--- config.mk ---
export PLATFORM = sky130hd
export DESIGN_NAME = pcic_core
export DESIGN_NICKNAME = d
export VERILOG_FILES = /design/src/include/pcic_pkg.sv /design/src/include/pcic_stack_if.sv /design/src/hw/pcic_stack.sv /design/src/hw/pcic_core.sv
export SDC_FILE = /design/constraint.sdc
export NUM_CORES = 1
export LEC_CHECK = 0
export ABC_CLOCK_PERIOD_IN_PS = 3100
export BUFFER_PORTS_ARGS = -buffer_cell sky130_fd_sc_hd__buf_2
export CORE_MARGIN = 1.5
export CORE_UTILIZATION = 25
export CTS_CLUSTER_DIAMETER = 80
export DETAILED_ROUTE_END_ITERATION = 6
export SETUP_SLACK_MARGIN = 0.4
export SYNTH_ARGS = -nofsm -noshare
export SYNTH_HDL_FRONTEND = slang
export SYNTH_SLANG_ARGS = --single-unit
export TNS_END_PERCENT = 20
--- constraint.sdc ---
create_clock -name CLK_I -period 3.1 [get_ports CLK_I]
set_input_delay 0.62 -clock CLK_I [delete_from_list [all_inputs] [get_ports CLK_I]]
set_output_delay 0.62 -clock CLK_I [all_outputs]
set_load 0.02 [all_outputs]
--- src/include/pcic_pkg.sv ---
package pcic_pkg;

   // program space
   localparam int          PC_W          = 13;
   localparam int          PAGE_AW       = 10;
   localparam int          PAGES         = 6;
   localparam int          PS_W          = 3;
   localparam logic [12:0] RESET_VECTOR  = 13'h0000;
   localparam logic [12:0] INT_VECTOR    = 13'h0001;
   localparam logic [12:0] PC_STEP       = 13'h0001;
   localparam int          STACK_DEPTH   = 8;

   // data space
   localparam int          REG_AW        = 6;
   localparam int          MEM_AW        = 8;
   localparam int          BANK_W        = 2;
   localparam logic [5:0]  IND_ADDR      = 6'h00;
   localparam logic [5:0]  STATUS_ADDR   = 6'h03;
   localparam logic [5:0]  RAMSEL_ADDR   = 6'h04;
   localparam logic [5:0]  COMMON_TOP    = 6'h1f;

   // field positions and reset values
   localparam int          PS_LSB        = 5;
   localparam int          BANK_LSB      = 6;
   localparam logic [7:0]  STATUS_RST    = 8'h18;
   localparam logic [7:0]  RAMSEL_RST    = 8'h00;
   localparam logic [7:0]  ACC_RST       = 8'h00;

   // interrupt source bit positions
   localparam int          NUM_SRC       = 6;
   localparam int          SRC_TIMER     = 0;
   localparam int          SRC_PIN       = 1;
   localparam int          SRC_EP0       = 2;
   localparam int          SRC_SUSPEND   = 3;
   localparam int          SRC_BUS_RESET = 4;
   localparam int          SRC_RESUME    = 5;

   // timing
   localparam int          CLKS_PER_INSN = 2;

   typedef enum logic [1:0] {
      PH_FETCH = 2'b01,
      PH_EXEC  = 2'b10
   } pcic_phase_t;

endpackage : pcic_pkg

--- src/include/pcic_stack_if.sv ---
`timescale 1ns/1ps
interface pcic_stack_if #(
   parameter int W = 13
);
   logic         push;
   logic         pop;
   logic [W-1:0] push_data;
   logic [W-1:0] top_data;

   modport owner (output push, output pop, output push_data, input top_data);
   modport store (input push, input pop, input push_data, output top_data);
endinterface : pcic_stack_if

--- src/hw/pcic_stack.sv ---
`timescale 1ns/1ps
module pcic_stack #(
   parameter int DEPTH = pcic_pkg::STACK_DEPTH,
   parameter int W     = pcic_pkg::PC_W
) (
   input  wire logic   clk_i,
   input  wire logic   rstn_i,
   pcic_stack_if.store stk
);
   localparam int PW = $clog2(DEPTH);

   generate
      if (DEPTH < 2 || (1 << PW) != DEPTH)
      begin : g_bad_depth
         $error("pcic_stack: DEPTH must be a power of two, at least 2");
      end
   endgenerate

   logic [W-1:0]  mem [DEPTH];
   logic [PW-1:0] sp;

   // circular: a ninth push silently overwrites the oldest entry
   wire [PW-1:0] top_idx = sp - PW'(1);

   assign stk.top_data = mem[top_idx];

   always_ff @(posedge clk_i)
   begin
      if (!rstn_i)
         sp <= '0;
      else if (stk.push)
         sp <= sp + PW'(1);
      else if (stk.pop)
         sp <= top_idx;
   end

   always_ff @(posedge clk_i)
   begin
      if (stk.push)
         mem[sp] <= stk.push_data;
   end
endmodule : pcic_stack

--- src/hw/pcic_core.sv ---
`timescale 1ns/1ps
// Notes on behaviour
// - Every reset clears the 13-bit instruction address so fetch starts at address zero.
// - Program space is six pages of 1K words, addressed by page bits plus in-page address.
// - All six interrupt sources enter through the one vector address 0x0001.
// - Interrupt entry copies accumulator, status and RAM-select into shadow storage.
// - Interrupt entry then clears the three page bits and fetches from the vector.
// - Return-from-interrupt restores the three registers, pops the stack and re-enables.
// - An 8-level return stack serves both calls and interrupt entry.
// - The indirect location holds nothing; access goes to the address in RAM-select.
// - Control registers are reached only by the two control read and write instructions.
// - One instruction cycle takes exactly two core clocks.
// - Page bits are status bits 7 to 5 and choose the page for jumps and calls.
// - RAM-select low six bits address up to 0x3F, the top two pick one of four banks.
module pcic_core #(
   parameter int PAGES       = pcic_pkg::PAGES,
   parameter int STACK_DEPTH = pcic_pkg::STACK_DEPTH
) (
   input  wire logic [pcic_pkg::PAGE_AW-1:0] JUMP_TARGET_I,
   input  wire logic [pcic_pkg::REG_AW-1:0]  DM_ADDR_I,
   input  wire logic [7:0]                   DM_WDATA_I,
   input  wire logic [7:0]                   CTRL_WDATA_I,
   input  wire logic [7:0]                   ACC_I,
   input  wire logic [pcic_pkg::NUM_SRC-1:0] INT_REQ_I,
   input  wire logic [3:0]                   CTRL_ADDR_I,
   input  wire logic                         CLK_I,
   input  wire logic                         RSTN_I,
   input  wire logic                         JUMP_I,
   input  wire logic                         CALL_I,
   input  wire logic                         RET_I,
   input  wire logic                         RETURN_FROM_INTERRUPT_INSTR_I,
   input  wire logic                         DM_RD_I,
   input  wire logic                         DM_WR_I,
   input  wire logic                         CTRL_RD_I,
   input  wire logic                         CTRL_WR_I,
   input  wire logic                         INT_ENABLE_I,
   input  wire logic                         INT_DISABLE_I,
   output logic [pcic_pkg::PC_W-1:0]         PC_O,
   output logic                              EXEC_O,
   output logic [pcic_pkg::MEM_AW-1:0]       MEM_ADDR_O,
   output logic [7:0]                        MEM_WDATA_O,
   output logic                              MEM_WE_O,
   output logic                              MEM_RE_O,
   output logic [3:0]                        CTRL_ADDR_O,
   output logic [7:0]                        CTRL_WDATA_O,
   output logic                              CTRL_WE_O,
   output logic                              CTRL_RE_O,
   output logic [7:0]                        LOCAL_RDATA_O,
   output logic                              LOCAL_RD_O,
   output logic [7:0]                        STATUS_O,
   output logic [7:0]                        RAMSEL_O,
   output logic [7:0]                        ACC_RESTORE_O,
   output logic                              ACC_LOAD_O,
   output logic                              INT_TAKEN_O,
   output logic [pcic_pkg::NUM_SRC-1:0]      INT_SRC_O,
   output logic                              INT_ENABLED_O
);
   generate
      if (PAGES < 1 || PAGES > (1 << pcic_pkg::PS_W))
      begin : g_bad_pages
         $error("pcic_core: PAGES must lie between 1 and 8");
      end
   endgenerate

   // resolve an operand register number to a physical data address
   function automatic logic [pcic_pkg::MEM_AW-1:0] resolve_addr(
      input logic [pcic_pkg::REG_AW-1:0] reg_addr,
      input logic [7:0]                  ram_sel
   );
      logic [pcic_pkg::REG_AW-1:0] low;
      logic [pcic_pkg::BANK_W-1:0] bank;
      low  = (reg_addr == pcic_pkg::IND_ADDR) ? ram_sel[pcic_pkg::REG_AW-1:0] : reg_addr;
      bank = (low > pcic_pkg::COMMON_TOP) ? ram_sel[pcic_pkg::BANK_LSB +: pcic_pkg::BANK_W]
                                          : '0;
      resolve_addr = {bank, low};
   endfunction : resolve_addr

   pcic_pkg::pcic_phase_t phase;

   logic [7:0] shadow_acc;
   logic [7:0] shadow_status;
   logic [7:0] shadow_ramsel;

   pcic_stack_if #(.W(pcic_pkg::PC_W)) stk ();

   pcic_stack #(
      .DEPTH (STACK_DEPTH),
      .W     (pcic_pkg::PC_W)
   ) u_stack (
      .clk_i  (CLK_I),
      .rstn_i (RSTN_I),
      .stk    (stk)
   );

   // instructions are sampled only on the second clock of each cycle
   wire exec = (phase == pcic_pkg::PH_EXEC);

   wire flow     = JUMP_I | CALL_I | RET_I | RETURN_FROM_INTERRUPT_INSTR_I;
   // entry only between plain instructions so one push per cycle
   wire take_int = exec & INT_ENABLED_O & (|INT_REQ_I) & ~flow;
   wire do_return_from_interrupt_instr  = exec & RETURN_FROM_INTERRUPT_INSTR_I;
   wire do_pop   = exec & (RET_I | RETURN_FROM_INTERRUPT_INSTR_I);
   wire do_push  = exec & CALL_I | take_int;

   wire [pcic_pkg::MEM_AW-1:0] eff_addr = resolve_addr(DM_ADDR_I, RAMSEL_O);

   wire hit_null   = (eff_addr == {2'b00, pcic_pkg::IND_ADDR});
   wire hit_status = (eff_addr == {2'b00, pcic_pkg::STATUS_ADDR});
   wire hit_ramsel = (eff_addr == {2'b00, pcic_pkg::RAMSEL_ADDR});
   wire hit_local  = hit_null | hit_status | hit_ramsel;

   wire dm_wr = exec & DM_WR_I;
   wire dm_rd = exec & DM_RD_I;

   wire [7:0] wr_status = (dm_wr & hit_status) ? DM_WDATA_I : STATUS_O;
   wire [7:0] wr_ramsel = (dm_wr & hit_ramsel) ? DM_WDATA_I : RAMSEL_O;

   wire [7:0] local_rdata = hit_status ? STATUS_O : hit_ramsel ? RAMSEL_O : 8'h00;

   wire [pcic_pkg::PC_W-1:0] pc_seq = PC_O + pcic_pkg::PC_STEP;
   // page from status bits 7..5 joins the 1K in-page target
   wire [pcic_pkg::PC_W-1:0] pc_far =
      {STATUS_O[pcic_pkg::PS_LSB +: pcic_pkg::PS_W], JUMP_TARGET_I};

   wire [pcic_pkg::PC_W-1:0] next_pc =
      !exec              ? PC_O :
      (RET_I | RETURN_FROM_INTERRUPT_INSTR_I)   ? stk.top_data :
      (JUMP_I | CALL_I)  ? pc_far :
      take_int           ? pcic_pkg::INT_VECTOR :
                           pc_seq;

   assign stk.push      = do_push;
   assign stk.pop       = do_pop;
   assign stk.push_data = pc_seq;

   always_ff @(posedge CLK_I)
   begin
      if (!RSTN_I)
      begin
         phase <= pcic_pkg::PH_FETCH;
         PC_O  <= pcic_pkg::RESET_VECTOR;
      end
      else
      begin
         phase <= exec ? pcic_pkg::PH_FETCH : pcic_pkg::PH_EXEC;
         PC_O  <= next_pc;
      end
   end

   // one-hot exec bit, taken straight from the phase flop
   assign EXEC_O = phase[1];

   // status and RAM-select: return overrides datapath writes; interrupt entry keeps them but clears the page bits
   always_ff @(posedge CLK_I)
   begin
      if (!RSTN_I)
      begin
         STATUS_O <= pcic_pkg::STATUS_RST;
         RAMSEL_O <= pcic_pkg::RAMSEL_RST;
      end
      else if (do_return_from_interrupt_instr)
      begin
         STATUS_O <= shadow_status;
         RAMSEL_O <= shadow_ramsel;
      end
      else if (take_int)
      begin
         STATUS_O <= {{pcic_pkg::PS_W{1'b0}}, wr_status[pcic_pkg::PS_LSB-1:0]};
         RAMSEL_O <= wr_ramsel;
      end
      else
      begin
         STATUS_O <= wr_status;
         RAMSEL_O <= wr_ramsel;
      end
   end

   // single shadow set; valid only because nesting is held off
   always_ff @(posedge CLK_I)
   begin
      if (!RSTN_I)
      begin
         shadow_acc    <= pcic_pkg::ACC_RST;
         shadow_status <= pcic_pkg::STATUS_RST;
         shadow_ramsel <= pcic_pkg::RAMSEL_RST;
      end
      else if (take_int)
      begin
         shadow_acc    <= ACC_I;
         shadow_status <= wr_status;
         shadow_ramsel <= wr_ramsel;
      end
   end

   always_ff @(posedge CLK_I)
   begin
      if (!RSTN_I)
         INT_ENABLED_O <= 1'b0;
      else if (do_return_from_interrupt_instr)
         INT_ENABLED_O <= 1'b1;
      else if (take_int | (exec & INT_DISABLE_I))
         INT_ENABLED_O <= 1'b0;
      else if (exec & INT_ENABLE_I)
         INT_ENABLED_O <= 1'b1;
   end

   always_ff @(posedge CLK_I)
   begin
      if (!RSTN_I)
      begin
         INT_TAKEN_O   <= 1'b0;
         INT_SRC_O     <= '0;
         ACC_LOAD_O    <= 1'b0;
         ACC_RESTORE_O <= pcic_pkg::ACC_RST;
      end
      else
      begin
         INT_TAKEN_O   <= take_int;
         INT_SRC_O     <= take_int ? INT_REQ_I : INT_SRC_O;
         ACC_LOAD_O    <= do_return_from_interrupt_instr;
         ACC_RESTORE_O <= shadow_acc;
      end
   end

   // data path never raises control strobes and vice versa
   always_ff @(posedge CLK_I)
   begin
      if (!RSTN_I)
      begin
         MEM_ADDR_O    <= '0;
         MEM_WDATA_O   <= 8'h00;
         MEM_WE_O      <= 1'b0;
         MEM_RE_O      <= 1'b0;
         LOCAL_RD_O    <= 1'b0;
         LOCAL_RDATA_O <= 8'h00;
      end
      else
      begin
         MEM_ADDR_O    <= eff_addr;
         MEM_WDATA_O   <= DM_WDATA_I;
         MEM_WE_O      <= dm_wr & ~hit_local;
         MEM_RE_O      <= dm_rd & ~hit_local;
         LOCAL_RD_O    <= dm_rd & hit_local;
         LOCAL_RDATA_O <= local_rdata;
      end
   end

   always_ff @(posedge CLK_I)
   begin
      if (!RSTN_I)
      begin
         CTRL_ADDR_O  <= 4'h0;
         CTRL_WDATA_O <= 8'h00;
         CTRL_WE_O    <= 1'b0;
         CTRL_RE_O    <= 1'b0;
      end
      else
      begin
         CTRL_ADDR_O  <= CTRL_ADDR_I;
         CTRL_WDATA_O <= CTRL_WDATA_I;
         CTRL_WE_O    <= exec & CTRL_WR_I;
         CTRL_RE_O    <= exec & CTRL_RD_I;
      end
   end
endmodule : pcic_core

## Yosys cells after proc, flatten, opt, wreduce, memory -nomap -nowiden

Memories as Yosys holds them, arrays and structs flattened.
Index checks and enable logic that the tools add are counted.
W data, S select, Z words.

| storage, ports and cells | value |
|---|---|
| memories | 1 |
| output and inout bits | 88 |
| logic and storage cells | 83 |
| register bits | 116 |
| RAM bits | 104 |
| bits of input ports | 62 |

| operators by class | value |
|---|---|
| eq/ne operators | 3 |
| add/sub/neg operators | 3 |
| magnitude comparators | 1 |
| reductions and logical operators | 5 |
| bitwise gates (word level) | 27 |
| mux-type cells | 20 |

Memory list:

| memory | depth | bits a word | read ports | clocked after memory_dff | write ports | RTL line | RTL |
|---|---|---|---|---|---|---|---|
| u_stack.mem | 8 | 13 | 1 | 0 | 1 | pcic_stack.sv:19 | `logic [W-1:0] mem [DEPTH];` |

Operator list:

| cell | count |
|---|---|
| $mux W8 | 7 |
| $mux W13 | 3 |
| $and A1 B1 Y1 | 17 |
| $add A13 B1 Y13 const B | 1 |
| $eq A8 B2 Y1 const B | 1 |
| $eq A8 B3 Y1 const B | 1 |
| $logic_not A8 Y1 | 1 |
| $or A1 B1 Y1 | 8 |
| $gt A6 B5 Y1 const B | 1 |
| $logic_not A6 Y1 | 1 |
| $mux W3 | 2 |
| $mux W6 | 1 |
| $reduce_or A6 Y1 | 1 |
| $mux W1 | 5 |
| $mux W2 | 2 |
| $add A3 B1 Y3 const B | 1 |
| $reduce_bool A3 Y1 | 1 |
| $sub A3 B1 Y3 const B | 1 |
| $eq A2 B2 Y1 const B | 1 |
| $not A1 Y1 | 2 |
| $reduce_bool A2 Y1 | 1 |

## Longest topological paths before layout

Gate-level depths: netlist of the first run.

| logic depth | value |
|---|---|
| depth after elaboration | 9 |
| mapped depth | 10 |
| gate-level depth less buffers | 7 |

## By module

Synthesis of the first run repeated with hierarchy kept, for this count alone.

| unflattened totals | value |
|---|---|
| cell total of the unflattened synthesis | 722 |
| area total of the unflattened synthesis | 8618.3 um^2 |

By module, submodules not included:

| module | times used | cells an instance | seq. area each (um^2) | area each (um^2) |
|---|---|---|---|---|
| pcic_stack | 1 | 272 | 3183.1 | 4349.2 |
| pcic_core | 1 | 450 | 2262.2 | 4269.1 |

## Worst setup path before layout of the first run

OpenSTA, ideal clock, no wires.

| path | value |
|---|---|
| path kind | reg2reg |
| start point | register u_stack.sp[0] |
| end point | register PC_O[7] in the netlist's numbering |
| data arrival time | 2884 ps |
| cell stages (with the launch flop) | 11 |
| clock period less this slack | 3011 ps |
| setup slack | 89 ps |
| cells stage by stage | dfxtp_1 > buf_2 > clkbuf_1 > inv_1 > ha_1 > clkbuf_1 > buf_2 > clkbuf_1 > mux4_2 > o221ai_1 > o21ai_0 |

| on the way | value |
|---|---|
| cells in the longest elaborated chain, start to end | 3 |

RTL lines:

| element | RTL line | RTL |
|---|---|---|
| start, declared | pcic_stack.sv:20 | `logic [PW-1:0] sp;` |
| start signal, assigned | pcic_stack.sv:32 | `sp <= sp + PW'(1);` |
| start signal, assigned | pcic_stack.sv:34 | `sp <= top_idx;` |
| $sub A3 B1 Y3 | pcic_stack.sv:23 | `wire [PW-1:0] top_idx = sp - PW'(1);` |
| $mem_v2 Z8 W13 | -- |  |
| $mux W13 | pcic_core.sv:127 | `(RET_I \| RETURN_FROM_INTERRUPT_INSTR_I) ? stk.top_data :` |
| end signal, assigned | pcic_core.sv:141 | `PC_O <= pcic_pkg::RESET_VECTOR;` |
| end signal, assigned | pcic_core.sv:146 | `PC_O <= next_pc;` |
| end, declared | pcic_core.sv:38 | `output logic [pcic_pkg::PC_W-1:0] PC_O,` |

Every way passes these cells.
A chain may end at the register's enable or synchronous reset.

## Final worst setup path of the first run

| path | value |
|---|---|
| start point | register PC_O[0] in the netlist's numbering |
| end point | register PC_O[4] in the netlist's numbering |

| on the way | value |
|---|---|
| cells in the longest elaborated chain, start to end | 4 |

RTL lines:

| element | RTL line | RTL |
|---|---|---|
| $add A13 B1 Y13 | pcic_core.sv:120 | `wire [pcic_pkg::PC_W-1:0] pc_seq = PC_O + pcic_pkg::PC_STEP;` |
| via pc_seq, one bit | pcic_core.sv:120 |  |
| $mux W13 | pcic_core.sv:129 | `take_int ? pcic_pkg::INT_VECTOR :` |
| $mux W13 | pcic_core.sv:128 | `(JUMP_I \| CALL_I) ? pc_far :` |
| $mux W13 | pcic_core.sv:127 |  |

The timed path passes the listed nets, and every way through them passes these cells.

==> results of run 1 <==
## cells by family after synthesis
| logic type | after synthesis | share of synthesized area |
|---|---|---|
| AO/OA/AOI/OAI | 136 | 0.102 |
| XOR/XNOR | 13 | 0.0135 |
| adder cells (fa/ha/maj) | 3 | 0.00445 |
| buffers and inverters | 46 | 0.0215 |
| flip-flops | 220 | 0.646 |
| multiplexers | 52 | 0.0997 |
| AND/OR/NAND/NOR | 188 | 0.113 |
## metrics by stage
| step | std cells | instance area (sq um) |
|---|---|---|
| final | 1299 | 10700 |
| after floorplan | 658 | 8440 |
| after global routing | 1297 | 10700 |
| after detailed placement | 1252 | 9850 |
| after global placement | 1252 | 9850 |
| after CTS | 1297 | 10700 |
## critical path: stages (launching register included)
cell,delay [ns]
dfxtp_1,0.47
ha_1,0.47
nand3_1,0.15
xnor2_1,0.62
mux2i_1,0.22
o311ai_0,0.32
## routing by layer
metal	routed length [microns]	up-vias	share of wire
li1	-	2780	-
met1	10900	2950	0.47
met2	9990	270	0.43
met3	1910	34	0.082
met4	467	0	0.020
met5	0	-	0
## final cells by class
class / instances / share of cell area
Timing Repair Buffer: 181 / 0.0919
Multi-Input combinational cell: 392 / 0.262
Antenna cell: 2 / 0.000466
Clock buffer: 33 / 0.0680
Inverter: 11 / 0.00385
Tap cell: 448 / 0.0522
Clock inverter: 12 / 0.0135
Sequential cell: 220 / 0.508
## state kept, by name (all words and copies together), names as in the netlist, 2 cells and up
| name | cells |
|---|---|
| u_stack.mem | 104 |
| PC_O | 13 |
| ACC_RESTORE_O | 8 |
| CTRL_WDATA_O | 8 |
| LOCAL_RDATA_O | 8 |
| MEM_ADDR_O | 8 |
| MEM_WDATA_O | 8 |
| RAMSEL_O | 8 |
| STATUS_O | 8 |
| shadow_acc | 8 |
| shadow_ramsel | 8 |
| shadow_status | 8 |
| INT_SRC_O | 6 |
| CTRL_ADDR_O | 4 |
| u_stack.sp | 3 |
| phase | 2 |
## report_power, final
part	total, mW	switching, mW	internal [mW]
logic	0.539	0.326	0.214
registers	3.13	0.0310	3.10
clock network	3.08	1.18	1.91
## path summary, 6_finish.rpt
check,start,endpoint,slack (ns),cells past startpoint
max,PC_O[0],PC_O[4],0.73,5
min,CTRL_WDATA_I[1],CTRL_WDATA_O[1],0.30,2
max reg2reg,PC_O[0],PC_O[4],0.73,5
min reg2reg,shadow_status[6],STATUS_O[6],0.44,2
## cell usage after synthesis (10+ instances only)
master,count,share of area
dfxtp_1,116,0.28
edfxtp_1,104,0.37
nand2_1,71,0.032
o21ai_0,42,0.025
a21oi_1,40,0.024
and2_1,35,0.026
nor2_1,30,0.013
clkbuf_1,28,0.012
mux4_2,25,0.067
mux2i_1,21,0.025
inv_1,11,0.0049
xnor2_1,11,0.011
a221oi_1,10,0.010
nand3_1,10,0.0059
==> impl_metrics.ini, run 1 <==
[run_status]
status = finished, final reports clean

[clocking]
cts_tree = built
hold_buffers = 0
cts-root-buf = clkbuf_16
insertion_delay_ns = 0.52
ctsLongestPathBuffers = 3
clkTransAtPathRegs_ns = 0.06
cts.sinks = 220
cts_resized = 0
postCtsSetupBuffers = 0
htree_levels = 1
cts_buffers = 25

[layout]
synthToLayoutAreaGrowth_pct = 27.2
fin_nets = 896
multi_input_area_sq_um = 2820
nFillCells = 3357
final_util = 0.322
layout.cells.most_common_list = buf_2 (149), dfxtp_1 (115), edfxtp_1 (104)
drive_above_1_share = 0.318
register_area_sq_um = 5450
layout_commonest_cell = buf_2

[route]
drt_wl_total_microns = 23300
drc_errors = 0
antenna_left = 0
vias = 6034
wl_per_cell_microns = 17.9
vias_per_cell = 4.65
drt_iter0_markers = 618
first_pass_iters = 5

[sta]
setup_violations = 0
min_period_over_period = 0.765
drv_slew = 0
finalHoldViolCount = 0
tightest_slew_ns = 0.954
relSlewSlack = 0.358
skew_ns = 0.0169
layout_min_cycle_time_ns = 2.37
worst_slack_ns = 0.729
tns_ns = 0
holdWs_ns = 0.305
fmax_mhz = 422
rsz0062_at_grt = false

[synthesis]
synth_enable_flop_cells = 104
yosysWarningCount = 0
synthCells = 658
syn_area_sq_um = 8430
syn-num-nets = 723
synth.avg_cell_area_sq_um = 12.8
synth-seq-cells = 220
ys_seq_area_frac = 0.646
async_flop_share = 0
synth_flop_cell = dfxtp_1
synth_cell_types = 61

[grt]
grt_util_met3 = 0.0293
grt_start_max_net_pins = 37
gr-usage-met2 = 0.194
grt_usage = 0.130
use_met1 = 0.191
busiest_layer = met2
grt_pass1_vias = 5747
grt_pass1_wl_microns = 35300
antenna_found_initial = 1
overflow = 0

[floorplan]
dieHeight_microns = 187
start_util = 0.253
top_level_ports = 150
dieArea_sq_um = 34800
core_area_sq_um = 33400
num_rows = 67
die_width_microns = 187

[power_and_ir_drop]
ir_worst_vdd_v = 0.000380
finalPower_mw = 6.75
power.density_nw_per_um2 = 629
p_leak_nw = 4.03

[setup_path]
crit_path_end_kind = flop
worstSetupPathType = flop to flop
start_kind = flop
worstPathRequired_ns = 3.51
arrival_ns = 2.78
critPathMaxFanout = 9

[placed_design]
dpl.hpwl_microns = 16100
port_buffers = 149
gp_congestion = 0.798
post-place-ws_ns = 0.283

[min_path]
hold_class = input port to flop

[run]
cap_violations = 0
(Power assumes the default switching activity.)
==> inputs of run 2 (changes only) <==
--- a/config.mk
+++ b/config.mk
@@ -5,7 +5,7 @@
 export SDC_FILE = /design/constraint.sdc
 export NUM_CORES = 1
 export LEC_CHECK = 0
-export ABC_CLOCK_PERIOD_IN_PS = 3100
+export ABC_CLOCK_PERIOD_IN_PS = 2200
 export BUFFER_PORTS_ARGS = -buffer_cell sky130_fd_sc_hd__buf_2
 export CORE_MARGIN = 1.5
 export CORE_UTILIZATION = 25
==> constraint.sdc (replaced) <==
create_clock -name CLK_I -period 2.2 [get_ports CLK_I]
set_input_delay 0.44 -clock CLK_I [delete_from_list [all_inputs] [get_ports CLK_I]]
set_output_delay 0.44 -clock CLK_I [all_outputs]
set_load 0.02 [all_outputs]
==> run 2 against run 1 <==
Compared with the run above: global-route usage increased by 0.85 points; clock skew decreased by 0.00098 ns; sequential share of layout area is 4.2 points lower; first-iteration DRC count fell by 23%; critical path depth is 3 higher; non-clock buffer count grew 56; combinational power grew 95%; worst hold slack lost 0.19 ns; sequential power increased by 41%; die area stayed put; sequential cell count unchanged; critical endpoint is now PC_O[12]; highest routed layer unchanged.
==> impl_metrics.ini, run 2 (synthesized netlist as in run 1, its figures left out) <==
[clocking]
cts_buffers = 25
ctsLongestPathBuffers = 3
cts-root-buf = clkbuf_16
clkTransAtPathRegs_ns = 0.06
htree_levels = 1
cts_tree = built
insertion_delay_ns = 0.53
cts.sinks = 220

[min_path]
hold_class = input port to flop

[sta]
tightest_slew_ns = 0.648
relSlewSlack = 0.567
finalHoldViolCount = 0
drv_slew = 0
fmax_mhz = 526
rsz0062_at_grt = true
tns_ns = 0
layout_min_cycle_time_ns = 1.90
min_period_over_period = 0.864
worst_slack_ns = 0.298
skew_ns = 0.0159
setup_violations = 0

[floorplan]
start_util = 0.253
dieArea_sq_um = 34800
num_rows = 67
top_level_ports = 150
dieHeight_microns = 187
core_area_sq_um = 33400
die_width_microns = 187

[setup_path]
worstPathRequired_ns = 2.61
worstReg2RegStart = u_stack.sp[0]
start_kind = flop
path_buf_inv = 3
arrival_ns = 2.31
crit_path_max_incr_delay_ns = 0.38
r2r_setup_slack_ns = 0.30
r2r_cells = 8
crit_path_end_kind = flop
critPathMaxFanout = 5
worstSetupPathType = flop to flop
r2r_end = PC_O[12]
cp.depth = 8
crit_slowest_cell = dfxtp_4
crit_family = multiplexers
worstPathCellList = inv_8 > ha_4 > buf_12 > buf_6 > mux4_2 > mux2_4 > o21ai_2 > o21ai_1
critPathLaunch = u_stack.sp[0]
crit_end = PC_O[12]

[run_status]
status = finished, final reports clean

[power_and_ir_drop]
power.density_nw_per_um2 = 817
ir_worst_vdd_v = 0.000488
p_leak_nw = 4.42

[placed_design]
dpl.hpwl_microns = 17300
port_buffers = 149
gp_congestion = 0.836
post-place-ws_ns = 0.0442

[layout]
drive_above_1_share = 0.414
layout.cells.most_common_list = buf_2 (149), dfxtp_1 (109), edfxtp_1 (104)
largest_reg_flops = 104
fin_nets = 952
largest-register = u_stack.mem
register_area_sq_um = 5460
layout_commonest_cell = buf_2
final_util = 0.351
nFillCells = 3292
synthToLayoutAreaGrowth_pct = 39.0
multi_input_area_sq_um = 3180
largestRegisters = u_stack.mem x104, PC_O x13

[route]
drt_iter0_markers = 476
vias = 6256
vias_per_cell = 4.62
antenna_left = 0
wl_per_cell_microns = 18.4
drc_errors = 0
first_pass_iters = 5
drt_wl_total_microns = 25000

[grt]
grt_usage = 0.139
grt_util_met3 = 0.0312
grt_start_max_net_pins = 40
gr-usage-met2 = 0.227
busiest_layer = met2
grt_pass1_wl_microns = 37500
grt_pass1_vias = 6192
overflow = 0
antenna_found_initial = 1
use_met1 = 0.183

[run]
cap_violations = 0
run 2: stage by stage:
stage	cell area (sq um)	total power [mW]	hold WS, ns	instances
finish	11700	9.58	0.113	1354
detailed placement	10400	5.38	0.436	1280
global route	11700	9.92	0.0917	1354
global placement	10400	5.38	0.426	1280
CTS	11400	9.59	0.0918	1336
floorplan	8670	5.03	0.420	658
run 2: timing repair:
| action | CTS | global route |
|---|---|---|
| hold buffers | 0 | 0 |
| endpoints found under the setup margin | 111 | 179 |
| cloned | 0 | 2 |
| hold endpoints to repair | 0 | 0 |
| pin swaps | 3 | 13 |
| setup buffers | 11 | 15 |
| gates resized for setup | 21 | 39 |
run 2: report_power, final:
part	total [mW]	switching (mW)	leakage [nW]	internal, mW
registers	4.41	0.0482	1.90	4.36
logic	1.05	0.564	2.12	0.488
clock network	4.11	1.68	0.394	2.43
run 2: cell type report:
cell class                      instances  share of cell area
Clock inverter                         11             0.00961
Timing Repair Buffer                  237               0.141
Inverter                               11             0.00491
Sequential cell                       220               0.466
Multi-Input combinational cell        392               0.272
Clock buffer                           34              0.0589
Antenna cell                            1            0.000213
Tap cell                              448              0.0478
run 2: worst min path at each step:
stage                           startpoint          end  cells past startpoint
after floorplan           shadow_ramsel[0]  RAMSEL_O[0]                      2
after global placement    shadow_ramsel[2]  RAMSEL_O[2]                      2
after detailed placement  shadow_ramsel[2]  RAMSEL_O[2]                      2
after CTS                        CTRL_RD_I    CTRL_RE_O                      2
after global routing             CTRL_RD_I    CTRL_RE_O                      2
final                            CTRL_RD_I    CTRL_RE_O                      2
run 2: routing by layer:
metal / wire [microns] / part of all wire
met5: 0 / 0
met4: 700 / 0.028
met3: 1820 / 0.073
met2: 11800 / 0.47
met1: 10700 / 0.43
==> inputs of run 3 (changes only) <==
--- a/config.mk
+++ b/config.mk
@@ -7,10 +7,12 @@
 export LEC_CHECK = 0
 export ABC_CLOCK_PERIOD_IN_PS = 2200
 export BUFFER_PORTS_ARGS = -buffer_cell sky130_fd_sc_hd__buf_2
-export CORE_MARGIN = 1.5
-export CORE_UTILIZATION = 25
+export CORE_MARGIN = 4
+export CORE_UTILIZATION = 49
 export CTS_CLUSTER_DIAMETER = 80
 export DETAILED_ROUTE_END_ITERATION = 6
+export PLACE_DENSITY = 0.71
+export REMOVE_ABC_BUFFERS = 1
 export SETUP_SLACK_MARGIN = 0.4
 export SYNTH_ARGS = -nofsm -noshare
 export SYNTH_HDL_FRONTEND = slang
==> run 3 against run 2 <==
Compared with the run above: register-to-register slack improved by 0.06 ns; sequential share of layout area rose by 3.2 points; clock skew fell by 0.0052 ns; combinational power fell by 10%; highest routed layer unchanged; sequential power barely moved; non-clock buffer count fell by 27.
==> impl_metrics.ini, run 3 (synthesized netlist as in run 1, its figures left out) <==
[sta]
skew_ns = 0.0107
layout_min_cycle_time_ns = 1.84
holdWs_ns = 0.148
relSlewSlack = 0.611
tightest_slew_ns = 0.582
finalHoldViolCount = 0
min_period_over_period = 0.836
fmax_mhz = 544
worst_slack_ns = 0.361
drv_slew = 0
setup_violations = 0
rsz0062_at_grt = true

[setup_path]
start_kind = flop
critPathMaxFanout = 8
crit_path_end_kind = flop
arrival_ns = 2.21
worstPathRequired_ns = 2.57
r2r_cells = 7
worstSetupPathType = flop to flop

[clocking]
clkTransAtPathRegs_ns = 0.06
htree_levels = 1
cts.sinks = 220
cts_tree = built
cts-root-buf = clkbuf_16
hold_buffers = 0
cts_buffers = 23
ctsLongestPathBuffers = 3
insertion_delay_ns = 0.51

[grt]
grt_pass1_vias = 6256
grt_start_max_net_pins = 31
grt_pass1_wl_microns = 34100
antenna_found_initial = 0
overflow = 0
grt_usage = 0.221

[layout]
layout.cells.most_common_list = buf_2 (149), dfxtp_1 (106), edfxtp_1 (104)
largestRegisters = u_stack.mem x104, PC_O x13
largest-register = u_stack.mem
stdcell_area_sq_um = 11000
drive_above_1_share = 0.377
fin_nets = 923
largest_reg_flops = 104
final_util = 0.657
layout_commonest_cell = buf_2
nFillCells = 1210
antennaDiodeCount = 0
synthToLayoutAreaGrowth_pct = 30.2

[placed_design]
port_buffers = 149
placed_cell_area_sq_um = 9790
post-place-ws_ns = 0.0322
dpl.hpwl_microns = 14800
gp_congestion = 0.848

[floorplan]
num_rows = 47
die_width_microns = 139
start_util = 0.505
core_area_sq_um = 16700
top_level_ports = 150
dieArea_sq_um = 19400
dieHeight_microns = 139

[route]
vias = 6258
drc_errors = 0
first_pass_iters = 5
antenna_left = 0
drt_iter0_markers = 552
wl_per_cell_microns = 20.5
vias_per_cell = 5.73
drt_wl_total_microns = 22400

[power_and_ir_drop]
p_leak_nw = 4.27
power.density_nw_per_um2 = 838
ir_worst_vdd_v = 0.000750

[run]
cap_violations = 0

[run_status]
status = finished, final reports clean

[min_path]
holdPathStages = 2
hold_class = input port to flop
run 3: power breakdown:
| group | internal [mW] | total [mW] | switching, mW |
|---|---|---|---|
| logic | 0.442 | 0.940 | 0.498 |
| clock network | 2.33 | 3.84 | 1.51 |
| registers | 4.37 | 4.42 | 0.0525 |
run 3: final cells by class:
class,instances,area (sq um),area share
clock buffers,28,616,0.0561
inverters,11,43.8,0.00399
well taps,220,275,0.0251
multi-input cells,392,3030,0.276
flip-flops and latches,220,5460,0.497
repair buffers,210,1410,0.129
clock inverters,11,139,0.0127
run 3: per-stage QoR:
step                      TNS, ns  total power, mW  instances
final                           0             9.20       1092
after global routing            0             9.53       1092
after CTS                       0             9.16       1083
after detailed placement        0             5.27       1037
after global placement          0             5.25       1037
after floorplan            -44.39             4.92        623
run 3: worst paths after layout:
kind	startpoint	endpoint	slack, ns
setup / recovery	u_stack.sp[0]	PC_O[4]	0.36
hold / removal	CTRL_WDATA_I[1]	CTRL_WDATA_O[1]	0.15
setup reg to reg	u_stack.sp[0]	PC_O[4]	0.36
hold reg to reg	shadow_acc[0]	shadow_acc[0]	0.45
run 3: layer usage:
| layer | vias up | share of wire | GRT usage | wire [microns] |
|---|---|---|---|---|
| met5 | - | 0 | 0 | 0 |
| met4 | 0 | 0.037 | 0.0819 | 836 |
| met3 | 61 | 0.083 | 0.0438 | 1860 |
| met2 | 324 | 0.50 | 0.383 | 11100 |
| met1 | 3026 | 0.38 | 0.275 | 8580 |
| li1 | 2847 | - | - | - |
run 3: critical path, cell delays in order (launching register included):
cell and delay, ns:
dfxtp_2 0.35, inv_2 0.06, ha_4 0.34, clkbuf_16 0.18, mux4_2 0.29, mux2_4 0.28, nand3_1 0.09, o311ai_1 0.10
run 3: repair_timing:
| item | in CTS | in global routing |
|---|---|---|
| setup endpoints to repair | 95 | 145 |
| gates cloned | 0 | 2 |
| gates resized for setup | 19 | 53 |
| pin swaps | 0 | 18 |
| endpoints found under the hold margin | 0 | 0 |
| buffers inserted | 7 | 7 |
